**src/cal_seq_defs.svh**
```systemverilog
// Register offsets, field positions, reset values and counts for the sequencer.
`ifndef CAL_SEQ_DEFS_SVH
`define CAL_SEQ_DEFS_SVH

// ----------------------------------------------------------------------
// Register byte offsets
// ----------------------------------------------------------------------
`define CS_OFS_CTRL      8'h00
`define CS_OFS_AVG       8'h04
`define CS_OFS_UPPER     8'h08
`define CS_OFS_LOWER     8'h0C
`define CS_OFS_ZERO      8'h10
`define CS_OFS_CAL_EN    8'h14
`define CS_OFS_STATUS    8'h18

// ----------------------------------------------------------------------
// Field positions and reset values
// ----------------------------------------------------------------------
`define CS_CTRL_GO_BIT   3
`define CS_ST_BOARD_LSB  4
`define CS_ST_PEND_BIT   8
`define CS_ST_DONE_BIT   9
`define CS_ST_VALID_BIT  10
`define CS_AVG_RST       8'h06
`define CS_CAL_LEN_RST   8'h0C
`define CS_CAL_EN_RST    8'h00
`define CS_SLEW_STEP     16'h0010

`endif

```
**src/cal_seq_pkg.sv**
```systemverilog
// Types shared by the mode-change sequencer and its users.
package cal_seq_pkg;

    // Mode codes, Gray coded along normal and calibration paths.
    typedef enum logic [2:0] {
        M_NORM_SET = 3'b000,
        M_NORM     = 3'b001,
        M_ZR_SET   = 3'b011,
        M_ZR       = 3'b010,
        M_LO_SET   = 3'b110,
        M_LO       = 3'b111,
        M_UP_SET   = 3'b101,
        M_UP       = 3'b100
    } mode_t;

    // Mode-change request from panel, keypad, inputs or scheduler.
    typedef struct packed {
        logic  valid;
        mode_t mode;
    } req_t;

endpackage : cal_seq_pkg

```
**src/cal_mode_change_sequencer.sv**
```systemverilog
// Mode-change sequencer: measuring unit modes and output board follower.
//
// Behaviour
// - Normal request enters normal_settling at next boundary.
// - Broadcast unit mode on every mode entry.
// - normal_settling lasts average count, then normal.
// - Board mode comes only from unit mode.
// - Board mode trails unit by one period.
// - Board follows settling then normal, with relays.
// - Analog outputs slew toward normal data.
// - normal_settling data flagged not valid.
// - Upper request starts upper_cal_settling, one average.
// - Upper phase lasts upper minus average, holds.
// - Lower request: settling, then lower minus average.
// - Zero request: settling, then zero minus average.
// - Board enters settling after one full period.
// - Board settles until first steady period ends.
// - Cal-enabled outputs refresh with every reading.
// - Other outputs freeze at last normal reading.
// - Relays updated on every board mode change.
// - Averaging period is average count times period.
//
// Design decisions made here: the Avalon-MM register port and the register addresses.
`timescale 1ns/100ps
`default_nettype none
`include "cal_seq_defs.svh"

module cal_mode_change_sequencer
    import cal_seq_pkg::*;
#(
    parameter int NCH = 4,
    parameter int DW  = 16,
    parameter int CW  = 8
)(
    input  wire logic                clk,
    input  wire logic                rst_b,
    input  wire logic [7:0]          address,
    input  wire logic                read,
    input  wire logic                write,
    input  wire logic [31:0]         writedata,
    output logic      [31:0]         readdata,
    output logic                     waitrequest,
    input  wire logic                period_tick,
    input  wire req_t                ext_req,
    input  wire logic [NCH*DW-1:0]   reading,
    output mode_t                    unit_mode,
    output logic                     mode_bcast,
    output mode_t                    board_mode,
    output logic [7:0]               relay,
    output logic [NCH*DW-1:0]        aout,
    output logic                     emis_valid
);

    // ------------------------------------------------------------------
    // Parameter checks
    // ------------------------------------------------------------------
    if (NCH < 1 || NCH > 8 || DW < 2 || DW > 32 || CW < 2 || CW > 8)
    begin : g_bad_param
        $error("cal_mode_change_sequencer: unsupported parameter set");
    end

    // ------------------------------------------------------------------
    // Helper functions
    // ------------------------------------------------------------------
    // A steady mode request maps to its settling mode.
    function automatic mode_t settle_of(input mode_t m);
        case (m)
            M_UP:    settle_of = M_UP_SET;
            M_LO:    settle_of = M_LO_SET;
            M_ZR:    settle_of = M_ZR_SET;
            default: settle_of = M_NORM_SET;
        endcase
    endfunction : settle_of

    // True for any calibration mode, settling or steady.
    function automatic logic is_cal(input mode_t m);
        is_cal = (m != M_NORM) && (m != M_NORM_SET);
    endfunction : is_cal

    // One relay per mode; bit index is the mode code.
    function automatic logic [7:0] relay_of(input mode_t m);
        relay_of = 8'h01 << m;
    endfunction : relay_of

    // ------------------------------------------------------------------
    // State
    // ------------------------------------------------------------------
    mode_t            unit_q;
    mode_t            board_q;
    mode_t            pend_mode_q;
    logic             pend_q;
    logic [CW-1:0]    cnt_q;
    logic             done_q;
    logic             bcast_q;
    logic [7:0]       relay_q;
    logic             valid_q;
    logic             wait_q;
    logic [31:0]      rdata_q;
    logic [CW-1:0]    avg_q;
    logic [CW-1:0]    upper_q;
    logic [CW-1:0]    lower_q;
    logic [CW-1:0]    zero_q;
    logic [7:0]       cal_en_q;
    logic [DW-1:0]    aout_q [NCH];

    // ------------------------------------------------------------------
    // Avalon-MM slave decode
    // ------------------------------------------------------------------
    // One wait state: the access completes on the edge after waitrequest
    // drops, which keeps readdata and waitrequest straight from flops.
    wire rd_take  = read && wait_q;
    wire wr_ack   = write && !wait_q;
    wire sel_ctrl = (address == `CS_OFS_CTRL);
    wire sel_avg  = (address == `CS_OFS_AVG);
    wire sel_up   = (address == `CS_OFS_UPPER);
    wire sel_lo   = (address == `CS_OFS_LOWER);
    wire sel_zr   = (address == `CS_OFS_ZERO);
    wire sel_cen  = (address == `CS_OFS_CAL_EN);
    wire sel_st   = (address == `CS_OFS_STATUS);

    wire [31:0] status_w = {21'h0, valid_q, done_q, pend_q, 1'b0,
                            board_q, 1'b0, unit_q};
    wire [31:0] cfg_w    = {24'h0000_00, 8'(cal_en_q)};
    wire [31:0] rd_w     = sel_avg ? 32'(avg_q)   :
                           sel_up  ? 32'(upper_q) :
                           sel_lo  ? 32'(lower_q) :
                           sel_zr  ? 32'(zero_q)  :
                           sel_cen ? cfg_w        :
                           sel_st  ? status_w     : 32'h0000_0000;

    // Software request from the control register; a pin request in the
    // same cycle takes precedence since it is the newer physical event.
    wire   sw_req  = wr_ack && sel_ctrl && writedata[`CS_CTRL_GO_BIT];
    wire   new_req = ext_req.valid || sw_req;
    mode_t new_mode;
    assign new_mode = ext_req.valid ? ext_req.mode : mode_t'(writedata[2:0]);

    // Bus handshake and read data.
    always_ff @(posedge clk or negedge rst_b)
    begin
        if (!rst_b)
        begin
            wait_q  <= 1'b1;
            rdata_q <= 32'h0000_0000;
        end
        else
        begin
            wait_q  <= !((read || write) && wait_q);
            // Loaded when the read is taken, so the data already stand
            // at the edge where the master sees waitrequest low.
            rdata_q <= rd_take ? rd_w : 32'h0000_0000;
        end
    end

    // Configuration registers.
    always_ff @(posedge clk or negedge rst_b)
    begin
        if (!rst_b)
        begin
            avg_q    <= CW'(`CS_AVG_RST);
            upper_q  <= CW'(`CS_CAL_LEN_RST);
            lower_q  <= CW'(`CS_CAL_LEN_RST);
            zero_q   <= CW'(`CS_CAL_LEN_RST);
            cal_en_q <= `CS_CAL_EN_RST;
        end
        else if (wr_ack)
        begin
            if (sel_avg)      avg_q    <= writedata[CW-1:0];
            else if (sel_up)  upper_q  <= writedata[CW-1:0];
            else if (sel_lo)  lower_q  <= writedata[CW-1:0];
            else if (sel_zr)  zero_q   <= writedata[CW-1:0];
            else if (sel_cen) cal_en_q <= writedata[7:0];
        end
    end

    // ------------------------------------------------------------------
    // Measuring unit sequencer
    // ------------------------------------------------------------------
    // Steady length is the calibration count less the settling count,
    // floored at zero so a short setting never wraps the counter.
    wire [CW-1:0] cal_len = (unit_q == M_UP) ? upper_q :
                            (unit_q == M_LO) ? lower_q : zero_q;
    wire [CW-1:0] steady_len = (cal_len > avg_q) ? cal_len - avg_q : '0;
    wire [CW-1:0] cnt_inc    = cnt_q + CW'(1);
    wire          settling   = unit_q[0] ^ unit_q[1] ^ unit_q[2] ^ 1'b1;
    wire          settle_end = cnt_inc >= avg_q;

    // Pending request: the set wins over the boundary that consumes it.
    always_ff @(posedge clk or negedge rst_b)
    begin
        if (!rst_b)
        begin
            pend_q      <= 1'b0;
            pend_mode_q <= M_NORM;
        end
        else if (new_req)
        begin
            pend_q      <= 1'b1;
            pend_mode_q <= new_mode;
        end
        else if (period_tick)
        begin
            pend_q      <= 1'b0;
        end
    end

    // Mode moves only on an integration-period boundary.
    always_ff @(posedge clk or negedge rst_b)
    begin
        if (!rst_b)
        begin
            unit_q <= M_NORM;
            cnt_q  <= '0;
            done_q <= 1'b0;
        end
        else if (period_tick)
        begin
            if (pend_q)
            begin
                unit_q <= settle_of(pend_mode_q);
                cnt_q  <= '0;
                done_q <= 1'b0;
            end
            else if (settling && settle_end)
            begin
                unit_q <= mode_t'(unit_q ^ 3'b001);
                cnt_q  <= '0;
                done_q <= 1'b0;
            end
            else if (settling)
            begin
                cnt_q  <= cnt_inc;
            end
            else if (unit_q != M_NORM && cnt_q < steady_len)
            begin
                cnt_q  <= cnt_inc;
                done_q <= (cnt_inc >= steady_len);
            end
            // Normal and finished steady modes hold here.
        end
    end

    // ------------------------------------------------------------------
    // Output board follower
    // ------------------------------------------------------------------
    // Results for a period arrive at its closing boundary, so the board
    // adopts the mode the unit held through that period.
    always_ff @(posedge clk or negedge rst_b)
    begin
        if (!rst_b)
        begin
            board_q <= M_NORM;
            relay_q <= 8'h02;
            valid_q <= 1'b1;
            bcast_q <= 1'b0;
        end
        else
        begin
            bcast_q <= period_tick && (pend_q || (settling && settle_end));
            if (period_tick)
            begin
                board_q <= unit_q;
                relay_q <= relay_of(unit_q);
                valid_q <= (unit_q == M_NORM);
            end
        end
    end

    // Analog channels: cal-enabled ones track readings, the others
    // freeze; in normal modes every channel slews toward its reading.
    for (genvar c = 0; c < NCH; c++)
    begin : g_ch
        wire [DW-1:0] rd   = reading[c*DW +: DW];
        wire [DW-1:0] cur  = aout_q[c];
        wire [DW-1:0] step = DW'(`CS_SLEW_STEP);
        wire [DW-1:0] up_v = (rd - cur > step) ? cur + step : rd;
        wire [DW-1:0] dn_v = (cur - rd > step) ? cur - step : rd;
        wire [DW-1:0] slew = (rd >= cur) ? up_v : dn_v;

        always_ff @(posedge clk or negedge rst_b)
        begin
            if (!rst_b)
                aout_q[c] <= '0;
            else if (period_tick && !is_cal(unit_q))
                aout_q[c] <= slew;
            else if (period_tick && cal_en_q[c])
                aout_q[c] <= rd;
            // Channels without cal keep the last normal value.
        end

        assign aout[c*DW +: DW] = aout_q[c];
    end

    // ------------------------------------------------------------------
    // Outputs
    // ------------------------------------------------------------------
    assign readdata    = rdata_q;
    assign waitrequest = wait_q;
    assign unit_mode   = unit_q;
    assign mode_bcast  = bcast_q;
    assign board_mode  = board_q;
    assign relay       = relay_q;
    assign emis_valid  = valid_q;

    // ------------------------------------------------------------------
    // Assertions
    // ------------------------------------------------------------------
    AST_UNIT_ON_TICK: assert property (@(posedge clk) disable iff (!rst_b)
        (unit_q != $past(unit_q)) |-> $past(period_tick))
        else $error("Unit mode changed off a period boundary.");

    AST_NORM_ENTRY: assert property (@(posedge clk) disable iff (!rst_b)
        (period_tick && pend_q && pend_mode_q == M_NORM)
        |=> unit_q == M_NORM_SET)
        else $error("Normal request did not enter normal settling.");

    AST_CAL_ENTRY: assert property (@(posedge clk) disable iff (!rst_b)
        (period_tick && pend_q && pend_mode_q == M_UP)
        |=> unit_q == M_UP_SET)
        else $error("Upper request did not enter upper settling.");

    AST_BCAST: assert property (@(posedge clk) disable iff (!rst_b)
        (period_tick && pend_q) |=> mode_bcast)
        else $error("Mode entry was not broadcast.");

    AST_BOARD_LAG: assert property (@(posedge clk) disable iff (!rst_b)
        period_tick |=> board_q == $past(unit_q))
        else $error("Board mode does not trail unit by one period.");

    AST_SETTLE_LEN: assert property (@(posedge clk) disable iff (!rst_b)
        (period_tick && !pend_q && settling && cnt_inc < avg_q)
        |=> unit_q == $past(unit_q))
        else $error("Settling left before the average count.");

    AST_NORM_HOLD: assert property (@(posedge clk) disable iff (!rst_b)
        (unit_q == M_NORM && !pend_q && !new_req) |=> unit_q == M_NORM)
        else $error("Normal mode left without a request.");

    AST_RELAY: assert property (@(posedge clk) disable iff (!rst_b)
        (board_q != $past(board_q)) |-> relay_q != $past(relay_q))
        else $error("Relays not updated on board mode change.");

    AST_INVALID: assert property (@(posedge clk) disable iff (!rst_b)
        (board_q == M_NORM_SET) |-> !emis_valid)
        else $error("Settling data flagged valid.");

    AST_FREEZE: assert property (@(posedge clk) disable iff (!rst_b)
        (period_tick && is_cal(unit_q) && !cal_en_q[NCH-1])
        |=> $stable(aout_q[NCH-1]))
        else $error("Output without cal moved during calibration.");

    AST_BUS_ONE: assert property (@(posedge clk) disable iff (!rst_b)
        !wait_q |=> wait_q)
        else $error("Waitrequest low for more than one cycle.");

endmodule : cal_mode_change_sequencer
`default_nettype wire

```
**config.mk**
```make
export PLATFORM = sky130hd
export DESIGN_NAME = cal_mode_change_sequencer
export DESIGN_NICKNAME = d
export VERILOG_FILES = /design/src/cal_seq_pkg.sv /design/src/cal_mode_change_sequencer.sv
export VERILOG_INCLUDE_DIRS = /design/src /design/src/src
export SDC_FILE = /design/constraint.sdc
export NUM_CORES = 1
export LEC_CHECK = 0
export BUFFER_PORTS_ARGS = -buffer_cell sky130_fd_sc_hd__buf_2
export CAP_MARGIN = 30
export CORE_MARGIN = 5
export CORE_UTILIZATION = 45
export DETAILED_ROUTE_END_ITERATION = 8
export HOLD_SLACK_MARGIN = 0.15
export SETUP_SLACK_MARGIN = 0.1
export SLEW_MARGIN = 20
export SYNTH_ARGS = -nofsm -noshare
export SYNTH_HDL_FRONTEND = slang
export SYNTH_SLANG_ARGS = --single-unit
```
**constraint.sdc**
```tcl
create_clock -name clk -period 7 [get_ports clk]
set_input_delay 0.7 -clock clk [delete_from_list [all_inputs] [get_ports clk]]
set_output_delay 0.7 -clock clk [all_outputs]
set_load 0.1 [all_outputs]
```
; Word-level counts from Yosys, hierarchy flattened
; Cells that the tools add are included.
[word_totals]
ff_bits = 145
latchBits = 0
ram_bits = 0
mem_bits_ro = 0
in_bits = 113
elab_cells = 161
mem_count = 0
[classes]
add_sub_neg = 18
n_mul = 0
n_div = 0
order_cmp = 16
eq_ne = 14
shifts = 1
n_mux = 44
bitwise_logic = 8
reduce_logical = 39
[ops]
columns = operator, count
row1 = $mux W16, 20
row2 = $gt A16 B5 Y1 const B, 8
row3 = $sub A16 B16 Y16, 8
row4 = $mux W11, 7
row5 = $add A16 B5 Y16 const B, 4
row6 = $ge A16 B16 Y1, 4
row7 = $sub A16 B5 Y16 const B, 4
row8 = $mux W8, 7
row9 = $eq A8 B5 Y1 const B, 3
row10 = $eq A8 B4 Y1 const B, 2
row11 = $ge A8 B8 Y1, 2
row12 = $logic_and A1 B1 Y1, 14
row13 = $eq A3 B3 Y1 const B, 4
row14 = $reduce_bool A2 Y1, 6
row15 = $pmux W3 S3, 1
row16 = $reduce_bool A3 Y1, 3
row17 = $add A8 B1 Y8 const B, 1
row18 = $eq A8 B3 Y1 const B, 1
row19 = $gt A8 B8 Y1, 1
row20 = $logic_not A8 Y1, 1
row21 = $lt A8 B8 Y1, 1
row22 = $reduce_and A2 Y1, 4
row23 = $shl A1 B3 Y8 const A, 1
row24 = $sub A8 B8 Y8, 1
row25 = other kinds (14), 32

; Depth between registers and ports, before layout
; Gate-level depths: netlist of the first run.
[logic_depth]
word_depth = 11
mapped_depth = 28
mapped_depth_nobuf = 27

; Least setup slack after synthesis of the first run
; OpenSTA, ideal clock, no wires.
[synth_timing]
path_kind = reg-to-reg
start = register unit_q[1] (netlist: unit_mode[1])
end = register cnt_q[5]
t_arrival_ps = 6101
required_time_ps = 6882
setup_slack_ps = 781
path_stages_with_launch = 28
path_buffers = 1
cell_sequence = dfrtp_1 > inv_1 > ha_1 > clkbuf_1 > a22o_1 > a22oi_1 > ha_1 > inv_1 > fa_1 > a21o_1 > a21o_1 > a21o_1 > a21oi_1 > nor2b_1 > o21a_1 > o22a_1 > nand2_1 > ha_1 > nor2b_1 > o21a_1 > o21a_1 > o21a_1 > o21a_1 > o21a_1 > o31ai_1 > a21oi_1 > o21bai_1 > a21o_1
[synth_between]
elab_chain_cells = 9
[synth_lines]
columns = element, line
row1 = from (decl), cal_mode_change_sequencer.sv:88  ; mode_t unit_q;
row2 = from (signal assigned), cal_mode_change_sequencer.sv:220  ; unit_q <= settle_of(pend_mode_q);
row3 = from (signal assigned), cal_mode_change_sequencer.sv:226  ; unit_q <= mode_t'(unit_q ^ 3'b001);
row4 = $eq A3 B3 Y1, cal_mode_change_sequencer.sv:182  ; (unit_q == M_LO) ? lower_q : zero_q;
row5 = $mux W8, cal_mode_change_sequencer.sv:182
row6 = $mux W8, cal_mode_change_sequencer.sv:181  ; wire [CW-1:0] cal_len = (unit_q == M_UP) ? upper_q :
row7 = $sub A8 B8 Y8 or $gt A8 B8 Y1 (tied branches), cal_mode_change_sequencer.sv:183  ; wire [CW-1:0] steady_len = (cal_len > avg_q) ? cal_len - avg_q : '0;
row8 = $mux W8, cal_mode_change_sequencer.sv:183
row9 = $lt A8 B8 Y1, cal_mode_change_sequencer.sv:234  ; else if (unit_q != M_NORM && cnt_q < steady_len)
row10 = $logic_and A1 B1 Y1, cal_mode_change_sequencer.sv:234
row11 = $ne A4 B2 Y1 (no line), n/a
row12 = $reduce_and A2 Y1 (no line), n/a
row13 = to (signal assigned), cal_mode_change_sequencer.sv:232  ; cnt_q <= cnt_inc;
row14 = to (signal assigned), cal_mode_change_sequencer.sv:236  ; cnt_q <= cnt_inc;
row15 = to (decl), cal_mode_change_sequencer.sv:92  ; logic [CW-1:0] cnt_q;
; Several ways; a longest one is shown, not always the timed one.
; A chain may end at the register's enable or synchronous reset.

; Worst setup path after layout of the first run
[layout_timing]
start = register unit_q[1] (netlist: unit_mode[1])
end = register cnt_q[2]
; Same word-level chain as after synthesis.

==> tab_implementation.tex, run 1 <==
\begin{tabular}{lr}
\hline
Metric & Value \\
\hline
\multicolumn{2}{l}{\textbf{Logic synthesis}} \\
Synth area leader & sky130\_fd\_sc\_hd\_\_dfrtp\_1 \\
Number of enable-type register cells in the synthesized netlist & 0 \\
Async set-reset flop share out of synthesis & 100\% \\
List of most frequent post-synthesis cells & sky130\_fd\_sc\_hd\_\_inv\_1 (180), sky130\_fd\_sc\_hd\_\_ha\_1 (169), sky130\_fd\_sc\_hd\_\_nand2\_1 (152), sky130\_fd\_sc\_hd\_\_dfrtp\_1 (131), sky130\_fd\_sc\_hd\_\_a21oi\_1 (124) \\
Synth Cell Area & 16600 µm² \\
Predominant post-synthesis flop cell & sky130\_fd\_sc\_hd\_\_dfrtp\_1 \\
Register area share after synthesis & 21.8\% \\
Synth unique cells & 100 \\
Most common cell in the synthesized netlist & sky130\_fd\_sc\_hd\_\_inv\_1 \\
Cell types occupying the most area after synthesis & sky130\_fd\_sc\_hd\_\_dfrtp\_1 (20\%), sky130\_fd\_sc\_hd\_\_ha\_1 (13\%), sky130\_fd\_sc\_hd\_\_inv\_1 (4.1\%) \\
Gate count of the mapped netlist & about 2100 \\
Share of Yosys cell area claimed by the top area cell type & 19.7\% \\
Ys Warns & 0 \\
Syn Area/Cell & $\sim$8 µm² \\
Flop and latch count out of synthesis & $\sim$140 \\
\multicolumn{2}{l}{\textbf{Timing}} \\
Number of slew-limit violations in the final report & 0 \\
Max-Slew Margin vs Limit & slightly below 40\% \\
Finish-stage setup viols & 0 \\
Max Fclk & 162 MHz \\
Count of endpoints failing hold in the final timing report & 0 \\
Setup repair after global routing missed its margin & no \\
Aggregate negative setup slack & 0 ns \\
Share of the clock period used by the worst path & between 80\% and 90\% \\
Clock skew & 0.0122 ns \\
Tightest Pin Transition & 0.912 ns \\
Crit path time final & 6.19 ns \\
\multicolumn{2}{l}{\textbf{Layout}} \\
Final core utilization & 50.3\% \\
Final-layout fill cell count & about 3600 \\
Layout Area Growth over Synthesis & 10.3\% \\
Final net count & 2477 \\
Area of all placed cells without fillers & 18400 µm² \\
Post-Layout Cell Count & 2673 \\
Fraction of final layout cells with drive strength greater than 1 & 15.5\% \\
\multicolumn{2}{l}{\textbf{Floorplan}} \\
Horizontal die dimension & 202 µm \\
Core Footprint & 36500 µm² \\
Die ar. & between 40000 and 50000 µm² \\
Number of rows in the core area & 70 \\
IO Count & 226 \\
Initial standard-cell utilization of the core & 45.6\% \\
DIE HEIGHT & 202 µm \\
\multicolumn{2}{l}{\textbf{GRT}} \\
Maximum number of pins on one net before global-route repair & 77 \\
Number of antenna violations at the first check in global routing & 5 \\
Residual overflow from global routing & 0 \\
First-pass GRT wire length & 85200 µm \\
Overall fraction of global-route tracks in use & 24.9\% \\
Number of global-route vias before repair & 16162 \\
\multicolumn{2}{l}{\textbf{Place}} \\
Final estimated routing congestion in global placement & 0.951 \\
Number of port buffers & 180 \\
Half-perimeter wire length after placement & approximately 41000 µm \\
Cell count after placement & around 2600 \\
Total cell area at the placement stage & 17700 µm² \\
\multicolumn{2}{l}{\textbf{CTS}} \\
CTS tree & yes \\
Clock transition at the registers of the reported paths & 0.07 ns \\
Number of CTS-inserted buffers & 17 \\
Worst-case clock buffer depth & 2 \\
Number of gates resized after cts & 0 \\
Clock latency reported for the late side of the worst-skew pair & $\sim$0.45 ns \\
Number of buffers inserted to repair setup after CTS & 0 \\
H-tree level count & 4 \\
Clk root buf & sky130\_fd\_sc\_hd\_\_clkbuf\_16 \\
Number of hold-repair buffers added at the cts stage & 0 \\
Number of clock sinks & between 100 and 150 \\
\multicolumn{2}{l}{\textbf{Worst setup path}} \\
FF-to-FF End & cnt\_q[2] \\
Reg2reg start & unit\_mode[1] \\
Crit path kind & flip-flop to flip-flop \\
Max Fanout on Critical Path & 14 \\
Worst Reg-to-Reg Cells & 27 \\
Worst setup path startpoint & unit\_mode[1] \\
Critical Path Sink & cnt\_q[2] \\
CP Data Required Time & $\sim$7.3 ns \\
Critical Path AT & 6.52 ns \\
Flop-to-flop setup slack & 0.81 ns \\
Critical path capture point type & flip-flop \\
Type of origin of the critical path & flip-flop \\
\multicolumn{2}{l}{\textbf{Power}} \\
Leakage & 8.44 nW \\
Overall power consumption & approximately 0.0090 W \\
Ratio of total power to cell area & 493 nW/µm² \\
Worst supply voltage drop on vdd & 0.346 mV \\
\multicolumn{2}{l}{\textbf{Detailed routing}} \\
Wl on met1 & $\sim$24000 µm \\
Met3 wire length & 3240 µm \\
ANT nets after route & 0 \\
Drt total wl & $\sim$53000 µm \\
Drt initial violations & 1303 \\
Detailed route wirelength on metal2 & 24700 µm \\
Max layer used & met5 \\
DRC violations left & 0 \\
Routed length per instance & 19.8 µm \\
Drt first pass iters & 6 \\
Vias/cell & 6.22 \\
Via count of the routed design & 16637 \\
\multicolumn{2}{l}{\textbf{Min path}} \\
Path type of the worst min-delay path & primary input to asynchronous set/reset pin \\
\multicolumn{2}{l}{\textbf{Run}} \\
Number of maximum-capacitance violations & 0 \\
\multicolumn{2}{l}{\textbf{Status}} \\
Result of the run & complete, no violations \\
\hline
\end{tabular}
==> area by class of cell <==
class | instances | area, µm² | share of cell area [%]
inverter | 181 | 679 | 3.70
clock buffer | 17 | 425 | 2.32
timing repair buffer | 192 | 1010 | 5.53
antenna | 2 | 5.00 | 0.0273
multi-input combinational | 1654 | 11800 | 64.5
tap | 468 | 586 | 3.19
sequential | 144 | 3620 | 19.7
clock inverter | 15 | 188 | 1.02
==> where the power goes <==
part           switching, W  internal (W)
combinational       0.00458       0.00205
clock              0.000485      0.000487
sequential         0.000389       0.00105
==> worst max-delay path, stage by stage (launching register included) <==
cell and delay (ns):
sky130_fd_sc_hd__dfrtp_1 0.47, sky130_fd_sc_hd__inv_1 0.12, sky130_fd_sc_hd__ha_1 0.53, sky130_fd_sc_hd__nor2b_1 0.27, sky130_fd_sc_hd__a22o_1 0.26, sky130_fd_sc_hd__a22oi_1 0.15
sky130_fd_sc_hd__ha_1 0.18, sky130_fd_sc_hd__inv_1 0.06, sky130_fd_sc_hd__fa_1 0.40, sky130_fd_sc_hd__a21o_1 0.20, sky130_fd_sc_hd__a21o_1 0.20, sky130_fd_sc_hd__a21o_1 0.19
sky130_fd_sc_hd__a21oi_1 0.23, sky130_fd_sc_hd__nor2b_1 0.08, sky130_fd_sc_hd__o21a_1 0.17, sky130_fd_sc_hd__o22a_1 0.28, sky130_fd_sc_hd__nand2_1 0.14, sky130_fd_sc_hd__ha_1 0.23
sky130_fd_sc_hd__nor2b_1 0.13, sky130_fd_sc_hd__o21a_1 0.16, sky130_fd_sc_hd__o21a_1 0.16, sky130_fd_sc_hd__o21a_1 0.16, sky130_fd_sc_hd__o21a_1 0.16, sky130_fd_sc_hd__o21a_1 0.18
sky130_fd_sc_hd__o31ai_1 0.19, sky130_fd_sc_hd__buf_4 0.19, sky130_fd_sc_hd__o21ai_0 0.20, sky130_fd_sc_hd__o311ai_0 0.36
==> through the flow <==
stage | setup WS (ns) | hold slack, ns
global placement | 1.03 | 0.465
global route | 0.377 | 0.373
finish | 0.810 | 0.300
detailed placement | 0.826 | 0.471
floorplan | 0.781 | 0.404
CTS | 0.783 | 0.321
==> state kept, by name, indices dropped and copies added (netlist names), 3 cells and up <==
signal       cells
relay            7
cal_en_q         8
g_ch.cur        64
pend_mode_q      3
unit_mode        3
lower_q          8
avg_q            8
upper_q          8
board_mode       3
cnt_q            8
readdata        11
zero_q           8
==> layout by cell type, fill, tap and decap left out, types with 35 or more instances in the layout <==
cell	Yosys	layout
sky130_fd_sc_hd__nor2_1	108	108
sky130_fd_sc_hd__o21ai_0	107	107
sky130_fd_sc_hd__a21oi_1	124	124
sky130_fd_sc_hd__xnor2_1	66	66
sky130_fd_sc_hd__a211oi_1	35	35
sky130_fd_sc_hd__a21o_1	42	42
sky130_fd_sc_hd__dfrtp_1	131	131
sky130_fd_sc_hd__inv_1	180	180
sky130_fd_sc_hd__nand2_1	152	152
sky130_fd_sc_hd__ha_1	169	169
sky130_fd_sc_hd__buf_2	24	179
sky130_fd_sc_hd__nor3_1	68	68
sky130_fd_sc_hd__mux2_2	49	49
sky130_fd_sc_hd__nand3_1	83	83
==> layer usage <==
layer  vias up  GRT usage (%)
met5         -              0
met4         6           7.78
met3        92           3.45
met2       616           41.1
met1      8056           33.8
li1       7867              -
==> kinds of logic (layout without fill, tap and decap cells) <==
| group | after synthesis | count (layout) | share of synthesized area (%) |
|---|---|---|---|
| XOR/XNOR | 91 | 91 | 4.79 |
| AND/OR/NAND/NOR | 640 | 640 | 19.7 |
| AO/OA/AOI/OAI | 650 | 650 | 27.7 |
| flip-flops | 144 | 144 | 21.8 |
| adder cells (fa/ha/maj) | 174 | 174 | 13.3 |
| multiplexers | 78 | 78 | 5.06 |
| other | 1 | 23 | 0.0225 |
| buffers and inverters | 298 | 405 | 7.60 |
==> worst min-delay path by stage <==
| stage | slack (ns) | to | from |
|---|---|---|---|
| 2_1_floorplan | 0.40 | avg_q[0] | rst_b |
| 3_3_place_gp | 0.46 | waitrequest | waitrequest |
| 3_5_place_dp | 0.47 | waitrequest | waitrequest |
| 4_1_cts | 0.32 | g_ch[3].cur[1] | rst_b |
| 5_1_grt | 0.37 | g_ch[1].cur[2] | rst_b |
| 6_report | 0.30 | g_ch[1].cur[2] | rst_b |
(Power assumes the default switching activity.)
==> run 2, diff against run 1 <==
--- a/config.mk
+++ b/config.mk
@@ -9,9 +9,10 @@
 export BUFFER_PORTS_ARGS = -buffer_cell sky130_fd_sc_hd__buf_2
 export CAP_MARGIN = 30
 export CORE_MARGIN = 5
-export CORE_UTILIZATION = 45
+export CORE_UTILIZATION = 49
 export DETAILED_ROUTE_END_ITERATION = 8
 export HOLD_SLACK_MARGIN = 0.15
+export PLACE_DENSITY = 0.7
 export SETUP_SLACK_MARGIN = 0.1
 export SLEW_MARGIN = 20
 export SYNTH_ARGS = -nofsm -noshare
==> tab_implementation.tex, run 2 (synthesis gave the netlist of run 1 again) <==
\begin{tabular}{lr}
\hline
Metric & Value \\
\hline
\multicolumn{2}{l}{\textbf{CTS}} \\
Number of clock sinks & 144 (unchanged) \\
Number of gates resized after cts & 0 (unchanged) \\
Clk root buf & sky130\_fd\_sc\_hd\_\_clkbuf\_16 (unchanged) \\
CTS tree & yes (unchanged) \\
Number of CTS-inserted buffers & 17 (unchanged) \\
H-tree level count & 4 (unchanged) \\
Clock latency reported for the late side of the worst-skew pair & 0.45 ns (about the same) \\
Clock transition at the registers of the reported paths & 0.07 ns (about the same) \\
Worst-case clock buffer depth & 2 (unchanged) \\
\multicolumn{2}{l}{\textbf{Worst setup path}} \\
Critical Path Sink & cnt\_q[5] (was cnt\_q[2]) \\
Type of origin of the critical path & flip-flop (unchanged) \\
FF-to-FF End & cnt\_q[5] (was cnt\_q[2]) \\
Reg2reg start & unit\_mode[1] (unchanged) \\
Largest incremental delay on the critical path & 0.50 ns (was 0.53 ns) \\
Flop-to-flop setup slack & 0.98 ns (was 0.81 ns) \\
Crit path kind & flip-flop to flip-flop (unchanged) \\
Max Fanout on Critical Path & 14 (unchanged) \\
Most repeated library cell on the critical path & sky130\_fd\_sc\_hd\_\_o21a\_1 (unchanged) \\
Worst Reg-to-Reg Cells & 28 (was 27) \\
Critical path capture point type & flip-flop (unchanged) \\
Critical Path AT & 6.35 ns (was 6.52 ns) \\
Critical Path Slowest Stage Cell & sky130\_fd\_sc\_hd\_\_ha\_1 (unchanged) \\
CP Data Required Time & 7.33 ns (about the same) \\
Worst setup path startpoint & unit\_mode[1] (unchanged) \\
\multicolumn{2}{l}{\textbf{Floorplan}} \\
IO Count & 226 (unchanged) \\
Initial standard-cell utilization of the core & 49.6\% (was 45.6\%) \\
Core Footprint & 33500 µm² (was 36500 µm²) \\
DIE HEIGHT & 194 µm (was 202 µm) \\
Horizontal die dimension & 194 µm (was 202 µm) \\
Number of rows in the core area & 67 (was 70) \\
Die ar. & 37700 µm² (was 40900 µm²) \\
\multicolumn{2}{l}{\textbf{Power}} \\
Clock power frac & 11.3\% (was 10.8\%) \\
Power spent charging and discharging nets & 0.00542 W (was 0.00545 W) \\
Switching part of the total & 59.5\% (was 60.3\%) \\
Ratio of total power to cell area & 496 nW/µm² (was 493 nW/µm²) \\
Combinational share of power & 72.8\% (was 73.3\%) \\
Leakage & 8.45 nW (was 8.44 nW) \\
Worst supply voltage drop on vdd & 0.443 mV (was 0.346 mV) \\
Proportion of power drawn by flip-flops and latches & 15.9\% (was 16.0\%) \\
Internal power component & 0.00369 W (was 0.00360 W) \\
\multicolumn{2}{l}{\textbf{GRT}} \\
Overall fraction of global-route tracks in use & 26.6\% (was 24.9\%) \\
First-pass GRT wire length & 84600 µm (was 85200 µm) \\
Residual overflow from global routing & 0 (unchanged) \\
Number of global-route vias before repair & 16153 (was 16162) \\
Number of antenna violations at the first check in global routing & 3 (was 5) \\
Maximum number of pins on one net before global-route repair & 84 (was 77) \\
\multicolumn{2}{l}{\textbf{Layout}} \\
Layout Area Growth over Synthesis & 10.3\% (about the same) \\
Largest register FFs & 64 (unchanged) \\
Seq. cell area & 3620 µm² (unchanged) \\
Fraction of final layout cells with drive strength greater than 1 & 15.4\% (was 15.5\%) \\
Commonest cells after routing, fill and taps aside & sky130\_fd\_sc\_hd\_\_inv\_1 (180), sky130\_fd\_sc\_hd\_\_buf\_2 (180), sky130\_fd\_sc\_hd\_\_ha\_1 (169) (was sky130\_fd\_sc\_hd\_\_inv\_1 (180), sky130\_fd\_sc\_hd\_\_buf\_2 (179), sky130\_fd\_sc\_hd\_\_ha\_1 (169)) \\
Post-Layout Cell Count & 2652 (was 2673) \\
Final-layout fill cell count & 3188 (was 3575) \\
Final net count & 2476 (was 2477) \\
Area of the multi-input gates & 11800 µm² (unchanged) \\
\multicolumn{2}{l}{\textbf{Status}} \\
Result of the run & complete, no violations (unchanged) \\
\multicolumn{2}{l}{\textbf{Timing}} \\
Setup repair after global routing missed its margin & no (unchanged) \\
Tightest Pin Transition & 0.962 ns (was 0.912 ns) \\
Finish-stage setup viols & 0 (unchanged) \\
Crit path time final & 6.02 ns (was 6.19 ns) \\
Tightest hold margin & 0.414 ns (was 0.300 ns) \\
Max-Slew Margin vs Limit & 35.8\% (was 39.2\%) \\
Aggregate negative setup slack & 0 ns (unchanged) \\
Count of endpoints failing hold in the final timing report & 0 (unchanged) \\
Number of slew-limit violations in the final report & 0 (unchanged) \\
Worst-case setup margin in the final layout & 0.982 ns (was 0.810 ns) \\
Clock skew & 0.0182 ns (was 0.0122 ns) \\
Max Fclk & 166 MHz (was 162 MHz) \\
Share of the clock period used by the worst path & 86.0\% (was 88.4\%) \\
\multicolumn{2}{l}{\textbf{Detailed routing}} \\
Routed length per instance & 19.8 µm (about the same) \\
Drt first pass iters & 8 (was 6) \\
Vias/cell & 6.30 (was 6.22) \\
Drt total wl & 52500 µm (was 53000 µm) \\
Drt initial violations & 1430 (was 1303) \\
DRC violations left & 0 (unchanged) \\
Via count of the routed design & 16719 (was 16637) \\
ANT nets after route & 0 (unchanged) \\
\multicolumn{2}{l}{\textbf{Run}} \\
Number of maximum-capacitance violations & 0 (unchanged) \\
\multicolumn{2}{l}{\textbf{Min path}} \\
Path type of the worst min-delay path & primary input to flip-flop (was primary input to asynchronous set/reset pin) \\
\multicolumn{2}{l}{\textbf{Place}} \\
Cell count after placement & 2614 (was 2635) \\
Half-perimeter wire length after placement & 40100 µm (was 40700 µm) \\
Pre-CTS worst setup slack & 0.975 ns (was 0.826 ns) \\
Number of port buffers & 180 (unchanged) \\
Final estimated routing congestion in global placement & 0.972 (was 0.951) \\
\hline
\end{tabular}
[run 2: cell count changes in the layout (fill, tap and decap cells not counted), moves of 2 or more]
cell                        delta
sky130_fd_sc_hd__clkinv_8      -4
sky130_fd_sc_hd__bufinv_16     +3
sky130_fd_sc_hd__inv_6         +4
sky130_fd_sc_hd__buf_4         -2
[run 2: how the worst min path moves through the flow]
stage | from | end | slack [ns] | cells after the start
global route | write | waitrequest | 0.41 | 2
CTS | rst_b | g_ch[3].cur[0] | 0.37 | 1
floorplan | rst_b | avg_q[0] | 0.40 | 0
detailed placement | waitrequest | waitrequest | 0.47 | 1
finish | write | waitrequest | 0.41 | 2
global placement | waitrequest | waitrequest | 0.46 | 1
[run 2: area by class of cell]
type                    instances  area share [%]
multi-input cells            1654            64.5
clock inverters                15            1.14
well taps                     448            3.05
repair buffers                191            5.50
inverters                     181            3.70
flip-flops and latches        144            19.7
diodes                          2          0.0273
clock buffers                  17            2.32
[run 2: metrics by stage]
step           total power (W)  util, %  area (µm²)
3_5_place_dp           0.00794     52.7       17700
6_report               0.00910     54.7       18400
5_1_grt                0.00969     54.7       18300
4_1_cts                0.00901     54.6       18300
3_3_place_gp           0.00785     52.7       17700
2_1_floorplan          0.00663        -       16700
[run 2: power groups by stage]
stage / combinational (W) / sequential (W) / clock (W)
after floorplan: 0.00388 / 0.00275 / 0
after global placement: 0.00641 / 0.00144 / 0
after detailed placement: 0.00650 / 0.00145 / 0
after CTS: 0.00653 / 0.00143 / 0.00104
after global routing: 0.00712 / 0.00148 / 0.00108
final: 0.00663 / 0.00144 / 0.00103
[run 2: timing repair]
item                                    in CTS  in global routing
setup buffers                                0                  0
hold endpoints to repair                     0                 14
endpoints found under the setup margin       0                  0
hold buffers                                 0                  1
[run 2: worst max-delay path, delay by kind of cell, from the launching register on]
family	cells	cell delay, ns
AOI/OAI and AO/OA	17	3.18
adders and majority gates	4	1.31
and+or+nand+nor	4	0.61
DFF	1	0.45
buffers and inverters	3	0.36
[run 2: layer usage]
metal / track usage [%] / vias to the layer above / routed length (µm)
li1: - / 7886 / -
met1: 35.6 / 8039 / 23300
met2: 43.6 / 675 / 24300
met3: 3.77 / 115 / 3230
met4: 10.1 / 4 / 1740
met5: 0 / - / 27
